File: src/hw/run_seq_consts.vh
// Constants for the motor run and speed sequencer
// Function
// - Forward run alone drives the motor forward at the selected speed.
// - Reverse run alone drives the motor in reverse at the selected speed.
// - Releasing the run input while turning ramps down using deceleration time.
// - Both run inputs active stop the motor instantly, no ramp.
// - Run input active at power-up raises alarm 46 and blocks running.
// - Test operation runs the motor at a fixed 300 r/min.
// - Run input active when test would start gives an error instead.
// - Test cannot start while coast-release is active.
// - Setpoint limited to 90-1400 r/min at 50 Hz, 90-1600 at 60 Hz; the stored setpoint is clamped to 90-1600 at both.
// - At 50 Hz a setpoint above 1400 runs at about 1420 r/min.
// - Panel speed settings are accepted while running and at standstill.
// - Remote speed used only when enabled and both data selects inactive.
// - Remote full scale selectable as 0-5 V (default) or 0-10 V.
// - Acceleration and deceleration times adjustable 0 to 15.0 s.
// - Panel speed ramps take the set time from present to new target.
// - Remote speed ramps take the set time per 1000 r/min change.
// - Direction parameter picks which shaft sense the forward input gives.
// - Polarity switch selects sink or source inputs, sink by default.
// - Coast-release removes drive and makes run inputs ignored.
// - Data-select inputs choose which stored data set is used.
`ifndef RUN_SEQ_CONSTS_VH
`define RUN_SEQ_CONSTS_VH

// ----------------------------------------
// Register offsets
// ----------------------------------------
`define REG_CTRL 8'h00
`define REG_STATUS 8'h04
`define REG_TEST 8'h08
`define REG_SPEED0 8'h10
`define REG_ACCEL0 8'h20
`define REG_DECEL0 8'h30

// ----------------------------------------
// Control fields and reset values
// ----------------------------------------
`define CTRL_EXT_EN 0
`define CTRL_RANGE_10V 1
`define CTRL_DIR_CCW 2
`define CTRL_HZ60 3
`define CTRL_RESET 4'h0
`define TEST_START 0
`define TEST_STOP 1
`define TEST_CLR_ERR 2

// ----------------------------------------
// Speed and time figures
// ----------------------------------------
`define SPD_MIN 11'h05A
`define SPD_MAX_50 11'h578
`define SPD_MAX_60 11'h640
`define SPD_OVER_50 11'h58C
`define SPD_TEST 11'h12C
`define SPD_REMOTE_REF 11'h3E8
`define SPD_RESET 11'h3E8
`define TIME_MAX 8'h96
`define TIME_RESET 8'h05
`define ALARM_CODE 8'h2E

// Clock period and timing counts
`define CLK_NS 20
`define RAMP_TICK_NS 10000
`define RAMP_TICK_CYC (`RAMP_TICK_NS / `CLK_NS)
`define TICKS_PER_TENTH 22'h002710
`define FILT_MS 1
`define FILT_CYC (`FILT_MS * 1000000 / `CLK_NS)

`endif

File: src/hw/input_filter.v
// Two-flop synchroniser with a stability filter for one control input
`default_nettype none

module input_filter #(
  parameter CNT_W = 16,
  parameter CNT = 50000
) (
  // Clock and reset
  input wire ref_clk_i,
  input wire arst_n_i,
  input wire ce_i,
  // Raw and filtered level
  input wire raw_i,
  output reg clean_o
);

  reg sync1;
  reg sync2;
  reg [CNT_W-1:0] cnt;

  // Synchronise, then accept a new level only after it stays for CNT cycles
  always @(posedge ref_clk_i or negedge arst_n_i) begin
    if (!arst_n_i) begin
      sync1 <= 1'b0;
      sync2 <= 1'b0;
      cnt <= {CNT_W{1'b0}};
      clean_o <= 1'b0;
    end else if (ce_i) begin
      sync1 <= raw_i;
      sync2 <= sync1;
      if (sync2 == clean_o) begin
        cnt <= {CNT_W{1'b0}};
      end else if (cnt == CNT[CNT_W-1:0] - 1'b1) begin
        cnt <= {CNT_W{1'b0}};
        clean_o <= sync2;
      end else begin
        cnt <= cnt + 1'b1;
      end
    end
  end

endmodule

`default_nettype wire

File: src/hw/motor_run_speed_sequencer.v
// Run decoding, alarm, test mode and speed ramp of the motor controller
`include "run_seq_consts.vh"
`default_nettype none

module motor_run_speed_sequencer #(
  parameter FILT_CYCLES = `FILT_CYC,
  parameter FILT_W = 17
) (
  // Clock, reset, enable
  input wire ref_clk_i,
  input wire arst_n_i,
  input wire ce_i,
  // Isolated control inputs
  input wire forward_run_input_i,
  input wire reverse_run_input_i,
  input wire data_select_bit0_i,
  input wire data_select_bit1_i,
  input wire coast_release_i,
  input wire alarm_reset_i,
  input wire input_polarity_switch_i,
  // Remote speed command, 0 to 10 V over full code range
  input wire [9:0] remote_cmd_i,
  // Register port
  input wire [7:0] addr_i,
  input wire [15:0] wdata_i,
  input wire wr_i,
  input wire rd_i,
  output reg [15:0] rdata_o,
  // Motor drive
  output reg drive_en_o,
  output reg dir_cw_o,
  output reg [10:0] speed_o,
  // Status
  output reg power_on_run_alarm_o,
  output reg [7:0] alarm_code_o,
  output reg test_active_o,
  output reg test_error_o
);

  // ----------------------------------------
  // Input conditioning
  // ----------------------------------------
  wire [5:0] raw_in;
  wire [5:0] clean;

  // Source polarity inverts every input level
  assign raw_in = {alarm_reset_i, coast_release_i, data_select_bit1_i,
                   data_select_bit0_i, reverse_run_input_i, forward_run_input_i}
                  ^ {6{input_polarity_switch_i}};

  genvar gi;
  generate
    for (gi = 0; gi < 6; gi = gi + 1) begin : g_filt
      input_filter #(
        .CNT_W(FILT_W),
        .CNT(FILT_CYCLES)
      ) u_filt (
        .ref_clk_i(ref_clk_i),
        .arst_n_i(arst_n_i),
        .ce_i(ce_i),
        .raw_i(raw_in[gi]),
        .clean_o(clean[gi])
      );
    end
  endgenerate

  wire forward_run_input = clean[0];
  wire reverse_run_input = clean[1];
  wire [1:0] sel = clean[3:2];
  wire coast = clean[4];
  wire alm_rst = clean[5];
  wire any_run = forward_run_input | reverse_run_input;

  // ----------------------------------------
  // Registers
  // ----------------------------------------
  reg [3:0] ctrl;
  reg [10:0] spd_set [0:3];
  reg [7:0] acc_set [0:3];
  reg [7:0] dec_set [0:3];
  integer i;

  wire ext_en = ctrl[`CTRL_EXT_EN];
  wire rng10 = ctrl[`CTRL_RANGE_10V];
  wire dir_ccw = ctrl[`CTRL_DIR_CCW];
  wire hz60 = ctrl[`CTRL_HZ60];
  wire [1:0] widx = addr_i[3:2];
  wire wr_test = wr_i & (addr_i == `REG_TEST);

  // Clamp a written speed to the widest setting range
  function [10:0] clamp_spd;
    input [15:0] v;
    begin
      if (v < {5'h00, `SPD_MIN}) begin
        clamp_spd = `SPD_MIN;
      end else if (v > {5'h00, `SPD_MAX_60}) begin
        clamp_spd = `SPD_MAX_60;
      end else begin
        clamp_spd = v[10:0];
      end
    end
  endfunction

  // Clamp a ramp time in tenths of a second
  function [7:0] clamp_time;
    input [15:0] v;
    begin
      if (v > {8'h00, `TIME_MAX}) begin
        clamp_time = `TIME_MAX;
      end else begin
        clamp_time = v[7:0];
      end
    end
  endfunction

  // Register writes, accepted in any motor state
  always @(posedge ref_clk_i or negedge arst_n_i) begin
    if (!arst_n_i) begin
      ctrl <= `CTRL_RESET;
      for (i = 0; i < 4; i = i + 1) begin
        spd_set[i] <= `SPD_RESET;
        acc_set[i] <= `TIME_RESET;
        dec_set[i] <= `TIME_RESET;
      end
    end else if (ce_i && wr_i) begin
      if (addr_i == `REG_CTRL) begin
        ctrl <= wdata_i[3:0];
      end
      if ({addr_i[7:4], 4'h0} == `REG_SPEED0) begin
        spd_set[widx] <= clamp_spd(wdata_i);
      end
      if ({addr_i[7:4], 4'h0} == `REG_ACCEL0) begin
        acc_set[widx] <= clamp_time(wdata_i);
      end
      if ({addr_i[7:4], 4'h0} == `REG_DECEL0) begin
        dec_set[widx] <= clamp_time(wdata_i);
      end
    end
  end

  // ----------------------------------------
  // Speed source selection
  // ----------------------------------------
  wire remote = ext_en & (sel == 2'b00);
  wire [9:0] scaled;
  wire [14:0] rem_prod;
  wire [10:0] rem_spd;
  wire [10:0] raw_spd;
  wire [10:0] lim_spd;
  wire [10:0] sel_spd;

  // 0-5 V range doubles the code and saturates above half scale
  assign scaled = rng10 ? remote_cmd_i :
                  (remote_cmd_i[9] ? 10'h3FF : {remote_cmd_i[8:0], 1'b0});
  assign rem_prod = {5'h00, scaled} * 15'h0019;
  assign rem_spd = rem_prod[14:4];
  assign raw_spd = remote ? clamp_spd({5'h00, rem_spd}) : spd_set[sel];

  // 50 Hz supply cannot exceed its limit but settles near 1420 r/min
  assign lim_spd = (!hz60 && raw_spd > `SPD_MAX_50) ? `SPD_OVER_50 : raw_spd;
  assign sel_spd = lim_spd;

  // ----------------------------------------
  // Sequencer states
  // ----------------------------------------
  localparam [2:0] ST_INIT = 3'h0;
  localparam [2:0] ST_RUN = 3'h1;
  localparam [2:0] ST_ALARM = 3'h2;
  localparam [2:0] ST_TEST = 3'h3;

  reg [2:0] state;
  reg [FILT_W+1:0] init_cnt;
  reg [10:0] spd;
  reg dir_fwd;

  wire init_done = (init_cnt == FILT_CYCLES[FILT_W-1:0] + {{(FILT_W-3){1'b0}}, 3'h4});
  wire both = forward_run_input & reverse_run_input;
  wire want_fwd = forward_run_input & ~reverse_run_input;
  wire want_rev = reverse_run_input & ~forward_run_input;

  // Mode control: power-up check, alarm latch, test entry and exit
  always @(posedge ref_clk_i or negedge arst_n_i) begin
    if (!arst_n_i) begin
      state <= ST_INIT;
      init_cnt <= {(FILT_W+2){1'b0}};
      test_error_o <= 1'b0;
    end else if (ce_i) begin
      case (state)
        ST_INIT: begin
          // Wait until filtered inputs have settled
          if (init_done) begin
            state <= any_run ? ST_ALARM : ST_RUN;
          end else begin
            init_cnt <= init_cnt + 1'b1;
          end
        end
        ST_ALARM: begin
          if (alm_rst && !any_run) begin
            state <= ST_RUN;
          end
        end
        ST_RUN: begin
          if (wr_test && wdata_i[`TEST_START] && !coast) begin
            if (any_run) begin
              test_error_o <= 1'b1;
            end else if (spd == 11'h000) begin
              state <= ST_TEST;
            end
          end
        end
        ST_TEST: begin
          if (coast || (wr_test && wdata_i[`TEST_STOP])) begin
            state <= ST_RUN;
          end
        end
        default: begin
          state <= ST_INIT;
        end
      endcase
      // Error set wins over a simultaneous clear
      if (wr_test && wdata_i[`TEST_CLR_ERR] &&
          !(state == ST_RUN && wdata_i[`TEST_START] && !coast && any_run)) begin
        test_error_o <= 1'b0;
      end
    end
  end

  // ----------------------------------------
  // Target speed and stop decoding
  // ----------------------------------------
  reg [10:0] tgt;
  reg instant;
  reg run_dir_fwd;

  always @* begin
    tgt = 11'h000;
    instant = 1'b0;
    run_dir_fwd = dir_fwd;
    if (state == ST_TEST) begin
      instant = 1'b1;
      tgt = coast ? 11'h000 : `SPD_TEST;
      run_dir_fwd = 1'b1;
    end else if (state != ST_RUN || coast) begin
      instant = 1'b1;
    end else if (both) begin
      instant = 1'b1;
    end else if (want_fwd || want_rev) begin
      run_dir_fwd = want_fwd;
      // A reversal decelerates to standstill before turning the other way
      if (spd == 11'h000 || dir_fwd == want_fwd) begin
        tgt = sel_spd;
      end
    end
    // Otherwise the target is zero and the motor ramps down
  end

  // ----------------------------------------
  // Ramp generator
  // ----------------------------------------
  reg [8:0] tick_cnt;
  reg [10:0] tgt_q;
  reg [10:0] delta;
  reg [21:0] acc;
  wire tick = (tick_cnt == `RAMP_TICK_CYC - 1);
  wire going_up = tgt > spd;
  wire [7:0] tsel = going_up ? acc_set[sel] : dec_set[sel];
  wire [21:0] period = {14'h0000, tsel} * `TICKS_PER_TENTH;
  wire [10:0] gap = going_up ? tgt - spd : spd - tgt;
  wire [21:0] acc_next = acc + {11'h000, delta};

  // Bresenham stepping: delta steps spread over the set period
  always @(posedge ref_clk_i or negedge arst_n_i) begin
    if (!arst_n_i) begin
      tick_cnt <= 9'h000;
      tgt_q <= 11'h000;
      delta <= 11'h000;
      acc <= 22'h000000;
      spd <= 11'h000;
      dir_fwd <= 1'b1;
    end else if (ce_i) begin
      tick_cnt <= tick ? 9'h000 : tick_cnt + 1'b1;
      tgt_q <= tgt;
      if (spd == 11'h000) begin
        dir_fwd <= run_dir_fwd;
      end
      if (instant) begin
        spd <= tgt;
        acc <= 22'h000000;
      end else if (tgt != tgt_q) begin
        // New target: remote ramps use a fixed 1000 r/min reference
        delta <= remote ? `SPD_REMOTE_REF : gap;
        acc <= 22'h000000;
      end else if (tgt != spd) begin
        if (tsel == 8'h00) begin
          spd <= tgt; // Zero ramp time jumps straight to target
        end else if (tick) begin
          if (acc_next >= period) begin
            acc <= acc_next - period;
            spd <= going_up ? spd + 1'b1 : spd - 1'b1;
          end else begin
            acc <= acc_next;
          end
        end
      end else begin
        acc <= 22'h000000;
      end
    end
  end

  // ----------------------------------------
  // Outputs
  // ----------------------------------------
  // Registered drive and status outputs
  always @(posedge ref_clk_i or negedge arst_n_i) begin
    if (!arst_n_i) begin
      drive_en_o <= 1'b0;
      dir_cw_o <= 1'b1;
      speed_o <= 11'h000;
      power_on_run_alarm_o <= 1'b0;
      alarm_code_o <= 8'h00;
      test_active_o <= 1'b0;
    end else if (ce_i) begin
      drive_en_o <= !coast && (spd != 11'h000 || tgt != 11'h000);
      dir_cw_o <= dir_fwd ^ dir_ccw;
      speed_o <= spd;
      power_on_run_alarm_o <= (state == ST_ALARM);
      alarm_code_o <= (state == ST_ALARM) ? `ALARM_CODE : 8'h00;
      test_active_o <= (state == ST_TEST);
    end
  end

  // ----------------------------------------
  // Register read port
  // ----------------------------------------
  reg [15:0] next_rdata;

  // Read data appear one cycle after the read strobe; others read zero
  always @* begin
    next_rdata = 16'h0000;
    if (addr_i == `REG_CTRL) begin
      next_rdata = {12'h000, ctrl};
    end else if (addr_i == `REG_STATUS) begin
      next_rdata = {spd, state == ST_TEST, test_error_o,
                    state == ST_ALARM, dir_fwd, drive_en_o};
    end else if ({addr_i[7:4], 4'h0} == `REG_SPEED0) begin
      next_rdata = {5'h00, spd_set[widx]};
    end else if ({addr_i[7:4], 4'h0} == `REG_ACCEL0) begin
      next_rdata = {8'h00, acc_set[widx]};
    end else if ({addr_i[7:4], 4'h0} == `REG_DECEL0) begin
      next_rdata = {8'h00, dec_set[widx]};
    end
  end

  always @(posedge ref_clk_i or negedge arst_n_i) begin
    if (!arst_n_i) begin
      rdata_o <= 16'h0000;
    end else if (ce_i) begin
      rdata_o <= rd_i ? next_rdata : 16'h0000;
    end
  end

endmodule

`default_nettype wire

File: config.mk
export PLATFORM = sky130hd
export DESIGN_NAME = motor_run_speed_sequencer
export DESIGN_NICKNAME = d
export VERILOG_FILES = /design/src/hw/input_filter.v /design/src/hw/motor_run_speed_sequencer.v
export VERILOG_INCLUDE_DIRS = /design/src /design/src/hw
export SDC_FILE = /design/constraint.sdc
export NUM_CORES = 1
export LEC_CHECK = 0
export BUFFER_PORTS_ARGS = -buffer_cell sky130_fd_sc_hd__buf_4
export CORE_MARGIN = 4
export CORE_UTILIZATION = 40
export DETAILED_ROUTE_END_ITERATION = 10
export HOLD_SLACK_MARGIN = 0.1
export SETUP_SLACK_MARGIN = 0.5
export SLEW_MARGIN = 20
export SYNTH_ARGS = -nofsm -noshare
export SYNTH_HDL_FRONTEND = slang
export SYNTH_SLANG_ARGS = --single-unit
File: constraint.sdc
create_clock -name ref_clk_i -period 15.5 [get_ports ref_clk_i]
set_input_delay 0.775 -clock ref_clk_i [delete_from_list [all_inputs] [get_ports ref_clk_i]]
set_output_delay 0.775 -clock ref_clk_i [all_outputs]
set_load 0.005 [all_outputs]
==> parameters.txt, run 1 <==
Parameter                              Value

Drt
  Average vias per placed instance ... 5.64
  Wire per inst ... 18.7 um
  Iteration count of the initial detailed-routing pass ... 5
  Number of DRC violations after detailed-routing iteration 0 ... 1,233
  DRT Wirelength ... 62,400 um
  Antenna violation net count after detailed routing ... 0
  DR DRC count ... 0
  Count of vias placed by the detailed router ... 18,800

Global routing
  Via count of the first global-routing pass ... 18,500
  Number of antenna violations at the first check in global routing ... 0
  Global Route Usage Sum ... 0.197
  Maximum number of pins on one net before global-route repair ... 163
  Overflow left after global routing ... 0
  Global-route wire length before repair ... just over 100,000 um

Clock network
  Library cell used as clock root buffer ... sky130_fd_sc_hd__clkbuf_16
  Number of buffers on the longest clock path ... 3
  CTS tree ... built
  Post-cts hold buffer count ... 0
  Sink count of the clock tree ... 350
  Source-to-sink clock delay at the later pin of the worst-skew pair ... 580 ps
  Max H-tree Level ... 2
  Clk pin slew, worst setup/hold paths ... 60 ps
  Number of clock buffers inserted by TritonCTS ... 43

Die
  Site row count ... just under 90
  Area of the placeable core ... 56,900 um^2
  Die height ... 249 um
  Die span in x ... 249 um
  Die Area ... 61,900 um^2
  Starting utilization of the core area ... 0.407
  Total I/O pin count ... 86

Logic synthesis
  Synthesis warning total ... 0
  Post-synthesis instance area ... 23,200 um^2
  Netlist cell types ... 93
  Synthesized area divided by synthesized cell count ... between 9 and 10 um^2
  Gate count of the mapped netlist ... ~2,500
  Seq/Total Area, Yosys ... 0.380
  Most used flip-flop cell after synthesis ... sky130_fd_sc_hd__dfrtp_1
  Count of flip-flops with a built-in enable after synthesis ... 0
  Ys async rst share ... 1.00
  Register bit count reported by yosys ... 350

Pwr
  Leak pwr ... 0.0114 uW
  Pwr dens ... 118 nW/um^2
  Clock Power Share ... 0.342
  P_sw ... between 1000 and 1500 uW
  Sequential cell fraction of total power ... 0.352
  Int Pwr ... 2020 uW
  Post-route total power ... a little over 3000 uW
  Worst IR drop on VDD ... 83.5 uV
  Comb pwr share ... 0.306
  Switching share of power ... 0.342

Critical path
  Critical path capture point type ... flip-flop
  Worst Setup Start Kind ... flip-flop
  Startpoint of the most critical setup path ... ctrl[1]$_DFFE_PN0P_
  Crit Reg-Reg Startpoint ... ctrl[1]$_DFFE_PN0P_
  Most Frequent Cell on Critical Path ... sky130_fd_sc_hd__ha_1
  Number of cell instances on the worst register-to-register path ... 58
  CP Max Fanout ... 30
  Slowest cell on the critical path ... sky130_fd_sc_hd__dfrtp_1
  Worst path required time ... 15,940 ps
  CP Class ... reg2reg
  Arrival time at the worst endpoint ... about 14,000 ps
  Max incr delay on CP ... 530 ps

Timing
  Fin crit share ... 0.898
  Smallest hold slack ... 268 ps
  Tightest slew margin relative to the limit ... 0.310
  Final total negative setup slack ... 0 ps
  Transition time at the pin with the least slew margin ... slightly above 1000 ps
  Number of pins exceeding their max-slew limit in the final report ... 0
  RSZ-0062 raised after global routing ... false
  Setup-violating endpoint count in the final report ... 0
  Worst setup skew after layout ... between 20 and 30 ps
  Maximum frequency from static timing analysis ... 71.8 MHz
  Total count of hold-check failures in the final report ... 0
  Final critical-path required period ... 13,920 ps

Cells and area
  Number of inserted diodes ... 0
  Sequential standard cell area ... 8810 um^2
  Number of standard cells in the layout, taps in and fillers out ... 3,339
  Final layout net count ... 2,754
  Synthesis-to-finish area growth ... 12.2%
  Fill cell total of the finished layout ... approximately 5,500
  Area occupied by multi-input gates ... approximately 13,000 um^2
  Layout cell share with drive strength beyond 1 ... 0.140

Place
  Number of cells after detailed placement ... approximately 3,300
  HPWL reported at the end of detailed placement ... 44,700 um
  Port-buffer cells ... 81
  Routability-driven placement congestion ratio ... between 0.8 and 0.9

Job
  Count of maximum capacitance violations ... 0

Outcome
  Status ... finished, final reports clean

Worst hold path
  Worst hold path type ... in2async
-- worst paths after layout --
check                           slack (ps)                              endpoint
worst min register to register         470               init_cnt[9]$_DFFE_PN0P_
max in group asynchronous            12890  g_filt[2].u_filt.clean_o$_DFFE_PN0P_
min in group ref_clk_i                 470    g_filt[4].u_filt.sync1$_DFFE_PN0P_
worst max register to register        1580                    spd[3]$_DFFE_PN0P_
worst min-delay path                   270               rdata_o[12]$_DFFE_PN0P_
worst max-delay path                  1580                    spd[3]$_DFFE_PN0P_
-- power by group through the flow --
stage	registers (uW)	logic (uW)	clock network, uW
floorplan	1070	700	0
global placement	1100	921	0
detailed placement	1100	934	0
CTS	1080	939	1080
global route	1100	1050	1120
finish	1080	941	1050
-- cells in the mapped netlist (all sizes together), types with 12 or more instances --
master / n / area share
nor2: 138 / 0.023
xor2: 31 / 0.012
o21bai: 16 / 0.0052
nor3: 33 / 0.0071
nand2: 362 / 0.059
nand4: 25 / 0.0070
fa: 19 / 0.016
nor2b: 31 / 0.0084
inv: 134 / 0.022
nor4: 17 / 0.0058
buf: 25 / 0.0056
dfrtp: 308 / 0.33
xnor2: 84 / 0.032
o22ai: 14 / 0.0038
a22o: 17 / 0.0064
a21o: 24 / 0.0078
nand2b: 28 / 0.0076
clkbuf: 88 / 0.014
a21oi: 100 / 0.022
a31oi: 57 / 0.015
ha: 141 / 0.076
o21ai: 289 / 0.062
o2bb2ai: 19 / 0.0072
o21a: 14 / 0.0045
and2: 12 / 0.0032
mux2i: 41 / 0.018
or2: 17 / 0.0046
mux4: 53 / 0.051
mux2: 51 / 0.025
o41ai: 13 / 0.0056
nand3: 70 / 0.015
and3: 58 / 0.016
dfstp: 42 / 0.048
-- area by class of cell --
class,count,area share
well taps,756,0.0364
repair buffers,103,0.0305
clock buffers,62,0.0503
clock inverters,18,0.00775
inverters,135,0.0195
multi-input cells,1915,0.517
flip-flops and latches,350,0.339
-- critical path: cells and delay by family (launching register included) --
family / cells / cell delay [ps]
buffers and inverters: 10 / 1210
DFF: 1 / 530
AOI/OAI and AO/OA: 18 / 3730
and+or+nand+nor: 16 / 3660
xor gates and xnor gates: 1 / 90
adders and majority gates: 11 / 4040
muxes: 2 / 520
-- repair_timing --
action / in CTS / in global routing
endpoints found under the setup margin: 0 / 10
gates resized for setup: 0 / 2
buffers inserted: 0 / 3
hold endpoints to repair: 0 / 0
-- stage by stage --
stage,instance area [um^2],setup WS (ps),utilization
floorplan,23200,2610,-
global placement,24500,1330,0.430
detailed placement,24500,1020,0.430
CTS,26000,1260,0.456
global route,26000,514,0.457
finish,26000,1580,0.457
-- sequential cells by signal (all words and copies together) (netlist names), 11 cells and up --
name,cells
init_cnt,19
rdata_o,16
tgt_q,11
acc_set,32
dec_set,32
g_filt.u_filt.cnt,102
delta,11
speed_o,11
spd_set,44
acc,22
spd,11
-- logic make-up (layout without fill, tap and decap cells) --
family | count (synthesis) | after routing | share of synthesized area
fa+ha+maj | 160 | 160 | 0.0925
mux | 145 | 145 | 0.0940
flops | 350 | 350 | 0.380
buf+inv | 248 | 318 | 0.0417
xor+xnor | 115 | 115 | 0.0435
compound gates | 653 | 653 | 0.175
other cells | 1 | 4 | 0.000162
simple gates | 838 | 838 | 0.173
-- metal layers --
metal  vias up  share of wire  GRT usage
met3        92          0.041     0.0307
met1      9306           0.48      0.283
met2       352           0.46      0.312
met5         -              0          0
li1       9084              -          -
met4         0          0.022     0.0495
-- layout by cell type, fill, tap and decap left out, types with 24 or more instances in the layout --
cell type / netlist / routed
sky130_fd_sc_hd__a21o_1: 24 / 24
sky130_fd_sc_hd__a21oi_1: 100 / 98
sky130_fd_sc_hd__a31oi_1: 57 / 57
sky130_fd_sc_hd__and3_1: 58 / 58
sky130_fd_sc_hd__buf_4: 8 / 101
sky130_fd_sc_hd__clkbuf_16: 0 / 43
sky130_fd_sc_hd__dfrtp_1: 308 / 307
sky130_fd_sc_hd__dfstp_2: 42 / 42
sky130_fd_sc_hd__ha_1: 141 / 141
sky130_fd_sc_hd__inv_1: 134 / 133
sky130_fd_sc_hd__mux2_2: 44 / 44
sky130_fd_sc_hd__mux2i_1: 41 / 41
sky130_fd_sc_hd__mux4_2: 53 / 53
sky130_fd_sc_hd__nand2_1: 362 / 362
sky130_fd_sc_hd__nand2b_1: 28 / 28
sky130_fd_sc_hd__nand3_1: 70 / 70
sky130_fd_sc_hd__nand4_1: 24 / 24
sky130_fd_sc_hd__nor2_1: 136 / 136
sky130_fd_sc_hd__nor2b_1: 31 / 31
sky130_fd_sc_hd__nor3_1: 33 / 33
sky130_fd_sc_hd__o21ai_0: 273 / 273
sky130_fd_sc_hd__xnor2_1: 84 / 84
sky130_fd_sc_hd__xor2_1: 31 / 31
Power figures use the tool's default switching activity.
==> run 2, diff against run 1 <==
--- a/config.mk
+++ b/config.mk
@@ -9,10 +9,13 @@
 export BUFFER_PORTS_ARGS = -buffer_cell sky130_fd_sc_hd__buf_4
 export CORE_MARGIN = 4
 export CORE_UTILIZATION = 40
+export CTS_BUF_LIST = sky130_fd_sc_hd__clkbuf_8
 export DETAILED_ROUTE_END_ITERATION = 10
 export HOLD_SLACK_MARGIN = 0.1
+export REMOVE_ABC_BUFFERS = 1
 export SETUP_SLACK_MARGIN = 0.5
 export SLEW_MARGIN = 20
 export SYNTH_ARGS = -nofsm -noshare
 export SYNTH_HDL_FRONTEND = slang
+export SYNTH_HIERARCHICAL = 1
 export SYNTH_SLANG_ARGS = --single-unit
==> parameters.txt, run 2 <==
Parameter                              Value

Outcome
  Status ... finished, final reports clean

Logic synthesis
  Portion of synthesized cell area occupied by the leading cell type ... 0.317
  Register bit count reported by yosys ... 350
  Synthesized area divided by synthesized cell count ... 9.34 um^2
  Ys async rst share ... 1.00
  Seq/Total Area, Yosys ... 0.363
  Synthesis warning total ... 6
  Library cell occupying the most area in the post-synthesis netlist ... sky130_fd_sc_hd__dfrtp_1
  Most used flip-flop cell after synthesis ... sky130_fd_sc_hd__dfrtp_1
  Netlist cell types ... 100
  Most instantiated library cell after synthesis ... sky130_fd_sc_hd__nand2_1
  Top post-synthesis cells by area ... sky130_fd_sc_hd__dfrtp_1, sky130_fd_sc_hd__ha_1, sky130_fd_sc_hd__nand2_1, sky130_fd_sc_hd__mux4_2, sky130_fd_sc_hd__dfstp_2
  Count of flip-flops with a built-in enable after synthesis ... 0
  Gate count of the mapped netlist ... 2,601
  Post-synthesis instance area ... about 24,000 um^2
  Synth top cells by count ... sky130_fd_sc_hd__nand2_1, sky130_fd_sc_hd__dfrtp_1, sky130_fd_sc_hd__o21ai_0

Pwr
  Comb pwr share ... 0.248
  Worst IR drop on VDD ... approximately 54 uV
  Leak pwr ... 0.0118 uW
  Post-route total power ... 2640 uW
  Int Pwr ... between 1500 and 2000 uW
  Sequential cell fraction of total power ... 0.399
  Pwr dens ... 97.8 nW/um^2
  Switching share of power ... 0.340
  Clock Power Share ... 0.353
  P_sw ... 897 uW

Place
  Routability-driven placement congestion ratio ... around 0.96
  Number of cells after detailed placement ... approximately 3,400
  Placed standard-cell area ... 25,500 um^2
  HPWL reported at the end of detailed placement ... between 40,000 and 50,000 um
  Port-buffer cells ... 81

Clock network
  Clk pin slew, worst setup/hold paths ... 60 ps
  Sink count of the clock tree ... 350
  Library cell used as clock root buffer ... sky130_fd_sc_hd__clkbuf_8
  Post-cts hold buffer count ... 0
  Number of clock buffers inserted by TritonCTS ... 66
  Number of buffers on the longest clock path ... 3
  Source-to-sink clock delay at the later pin of the worst-skew pair ... 660 ps
  CTS tree ... built
  Max H-tree Level ... 3

Critical path
  Arrival time at the worst endpoint ... between 10,000 and 15,000 ps
  Crit Reg-Reg Startpoint ... ctrl[1]$_DFFE_PN0P_
  Number of cell instances on the worst register-to-register path ... 52
  Worst path required time ... 16,030 ps
  Critical path capture point type ... flip-flop
  Slowest cell on the critical path ... sky130_fd_sc_hd__or4_4
  Max incr delay on CP ... 590 ps
  CP Class ... reg2reg
  CP Max Fanout ... 23
  Startpoint of the most critical setup path ... ctrl[1]$_DFFE_PN0P_
  Worst Setup Start Kind ... flip-flop
  Most Frequent Cell on Critical Path ... sky130_fd_sc_hd__ha_1

Global routing
  Overflow left after global routing ... 0
  Via count of the first global-routing pass ... 20,300
  Global-route wire length before repair ... 110,000 um
  Global Route Usage Sum ... 0.209
  Number of antenna violations at the first check in global routing ... 1
  Maximum number of pins on one net before global-route repair ... 189

Drt
  Count of vias placed by the detailed router ... 20,600
  Iteration count of the initial detailed-routing pass ... 5
  Average vias per placed instance ... 5.93
  DR DRC count ... 0
  Number of DRC violations after detailed-routing iteration 0 ... 1,579
  Wire per inst ... 19.4 um
  DRT Wirelength ... 67,700 um
  Antenna violation net count after detailed routing ... 0

Timing
  Fin crit share ... 0.902
  Setup-violating endpoint count in the final report ... 0
  Final total negative setup slack ... 0 ps
  Number of pins exceeding their max-slew limit in the final report ... 0
  Final critical-path required period ... 13,980 ps
  Total count of hold-check failures in the final report ... 0
  Transition time at the pin with the least slew margin ... 1000 ps
  Tightest slew margin relative to the limit ... 0.331
  RSZ-0062 raised after global routing ... false
  Worst setup skew after layout ... 22.2 ps
  Maximum frequency from static timing analysis ... just over 70 MHz

Cells and area
  Layout cell share with drive strength beyond 1 ... 0.165
  Total non-filler cell area in the finished layout ... about 27,000 um^2
  Most frequent standard cell in the layout excluding fill and tap cells ... sky130_fd_sc_hd__nand2_1
  Reg with most FFs ... g_filt.u_filt/cnt
  Commonest cells after routing, fill and taps aside ... sky130_fd_sc_hd__nand2_1, sky130_fd_sc_hd__dfrtp_1, sky130_fd_sc_hd__o21ai_0
  Synthesis-to-finish area growth ... 11.0%
  Number of flip-flops in the largest register ... between 100 and 150
  Registers with the most flip-flops ... g_filt.u_filt/cnt x102, spd_set x44
  Number of standard cells in the layout, taps in and fillers out ... 3,483
  Final layout net count ... 2,858

Die
  Die height ... 254 um
  Die span in x ... 254 um
  Site row count ... 90
  Area of the placeable core ... 60,200 um^2
  Total I/O pin count ... 86
  Starting utilization of the core area ... 0.403
  Die Area ... 64,700 um^2

Worst hold path
  Worst hold path type ... in2async

Job
  Count of maximum capacitance violations ... 0
==> run 2: changes by cell type after synthesis, moves of 32 or more <==
cell | previous run | this run
sky130_fd_sc_hd__a31oi_1 | 57 | 95
sky130_fd_sc_hd__o211ai_1 | 9 | 42
sky130_fd_sc_hd__nand2_1 | 362 | 312
sky130_fd_sc_hd__nand4_1 | 24 | 68
sky130_fd_sc_hd__and3_1 | 58 | 26
sky130_fd_sc_hd__o21ai_0 | 273 | 191
==> run 2: worst max-delay path, delay by kind of cell, from the launching register on <==
family,cells,cell delay [ps]
and+or+nand+nor,12,3520
muxes,1,360
DFF,1,560
xor gates and xnor gates,1,150
adders and majority gates,11,4350
AOI/OAI and AO/OA,21,4560
buffers and inverters,6,330
==> run 2: what timing repair did <==
item / CTS / global route
resized for setup: 0 / 2
buffers inserted: 0 / 0
setup endpoints to repair: 0 / 11
==> run 2: power by group through the flow <==
stage	Clock [uW]	Sequential (uW)	Combinational, uW
floorplan	0	1040	469
global placement	0	1060	643
detailed placement	0	1070	650
CTS	965	1050	654
global route	1010	1060	732
finish	930	1050	654
==> run 2: path summary, 6_finish.rpt <==
path	to	slack, ps
worst max-delay path	spd[5]$_DFFE_PN0P_	1520
min in group ref_clk_i	spd_set[7]$_DFFE_PN1P_	450
max in group asynchronous	g_filt[2].u_filt/clean_o$_DFFE_PN0P_	13770
worst min register to register	init_cnt[9]$_DFFE_PN0P_	470
worst min-delay path	speed_o[1]$_DFFE_PN0P_	150
worst max register to register	spd[5]$_DFFE_PN0P_	1520
==> run 2: metrics by stage <==
stage               worst slack, ps  utilization  hold WS [ps]
global placement               1460        0.424           457
global route                    683        0.448           180
detailed placement             1170        0.424           457
floorplan                      1720            -           437
CTS                            1260        0.446           134
finish                         1520        0.448           150
==> run 2: logic make-up (layout without fill, tap and decap cells) <==
group / count (synthesis) / after routing / share of synthesized area
simple gates: 899 / 899 / 0.189
other cells: 1 / 5 / 0.000154
buf+inv: 264 / 360 / 0.0440
mux: 159 / 159 / 0.0951
fa+ha+maj: 161 / 161 / 0.0888
compound gates: 646 / 646 / 0.177
xor+xnor: 121 / 121 / 0.0436
flops: 350 / 350 / 0.363
==> run 2: routing by layer <==
metal / GRT usage / wire, um / up-vias
li1: - / - / 9748
met1: 0.297 / 32000 / 10300
met2: 0.338 / 31200 / 540
met3: 0.0370 / 3490 / 88
met4: 0.0453 / 1020 / 0
met5: 0 / 0 / -
==> run 2: area by class of cell <==
class / instances / area [um^2]
fill: 5772 / 33300
multi-input combinational: 1990 / 14500
sequential: 350 / 8810
clock buffer: 86 / 1180
tap: 782 / 978
timing repair buffer: 100 / 791
inverter: 143 / 537
clock inverter: 31 / 174
antenna: 1 / 2.50
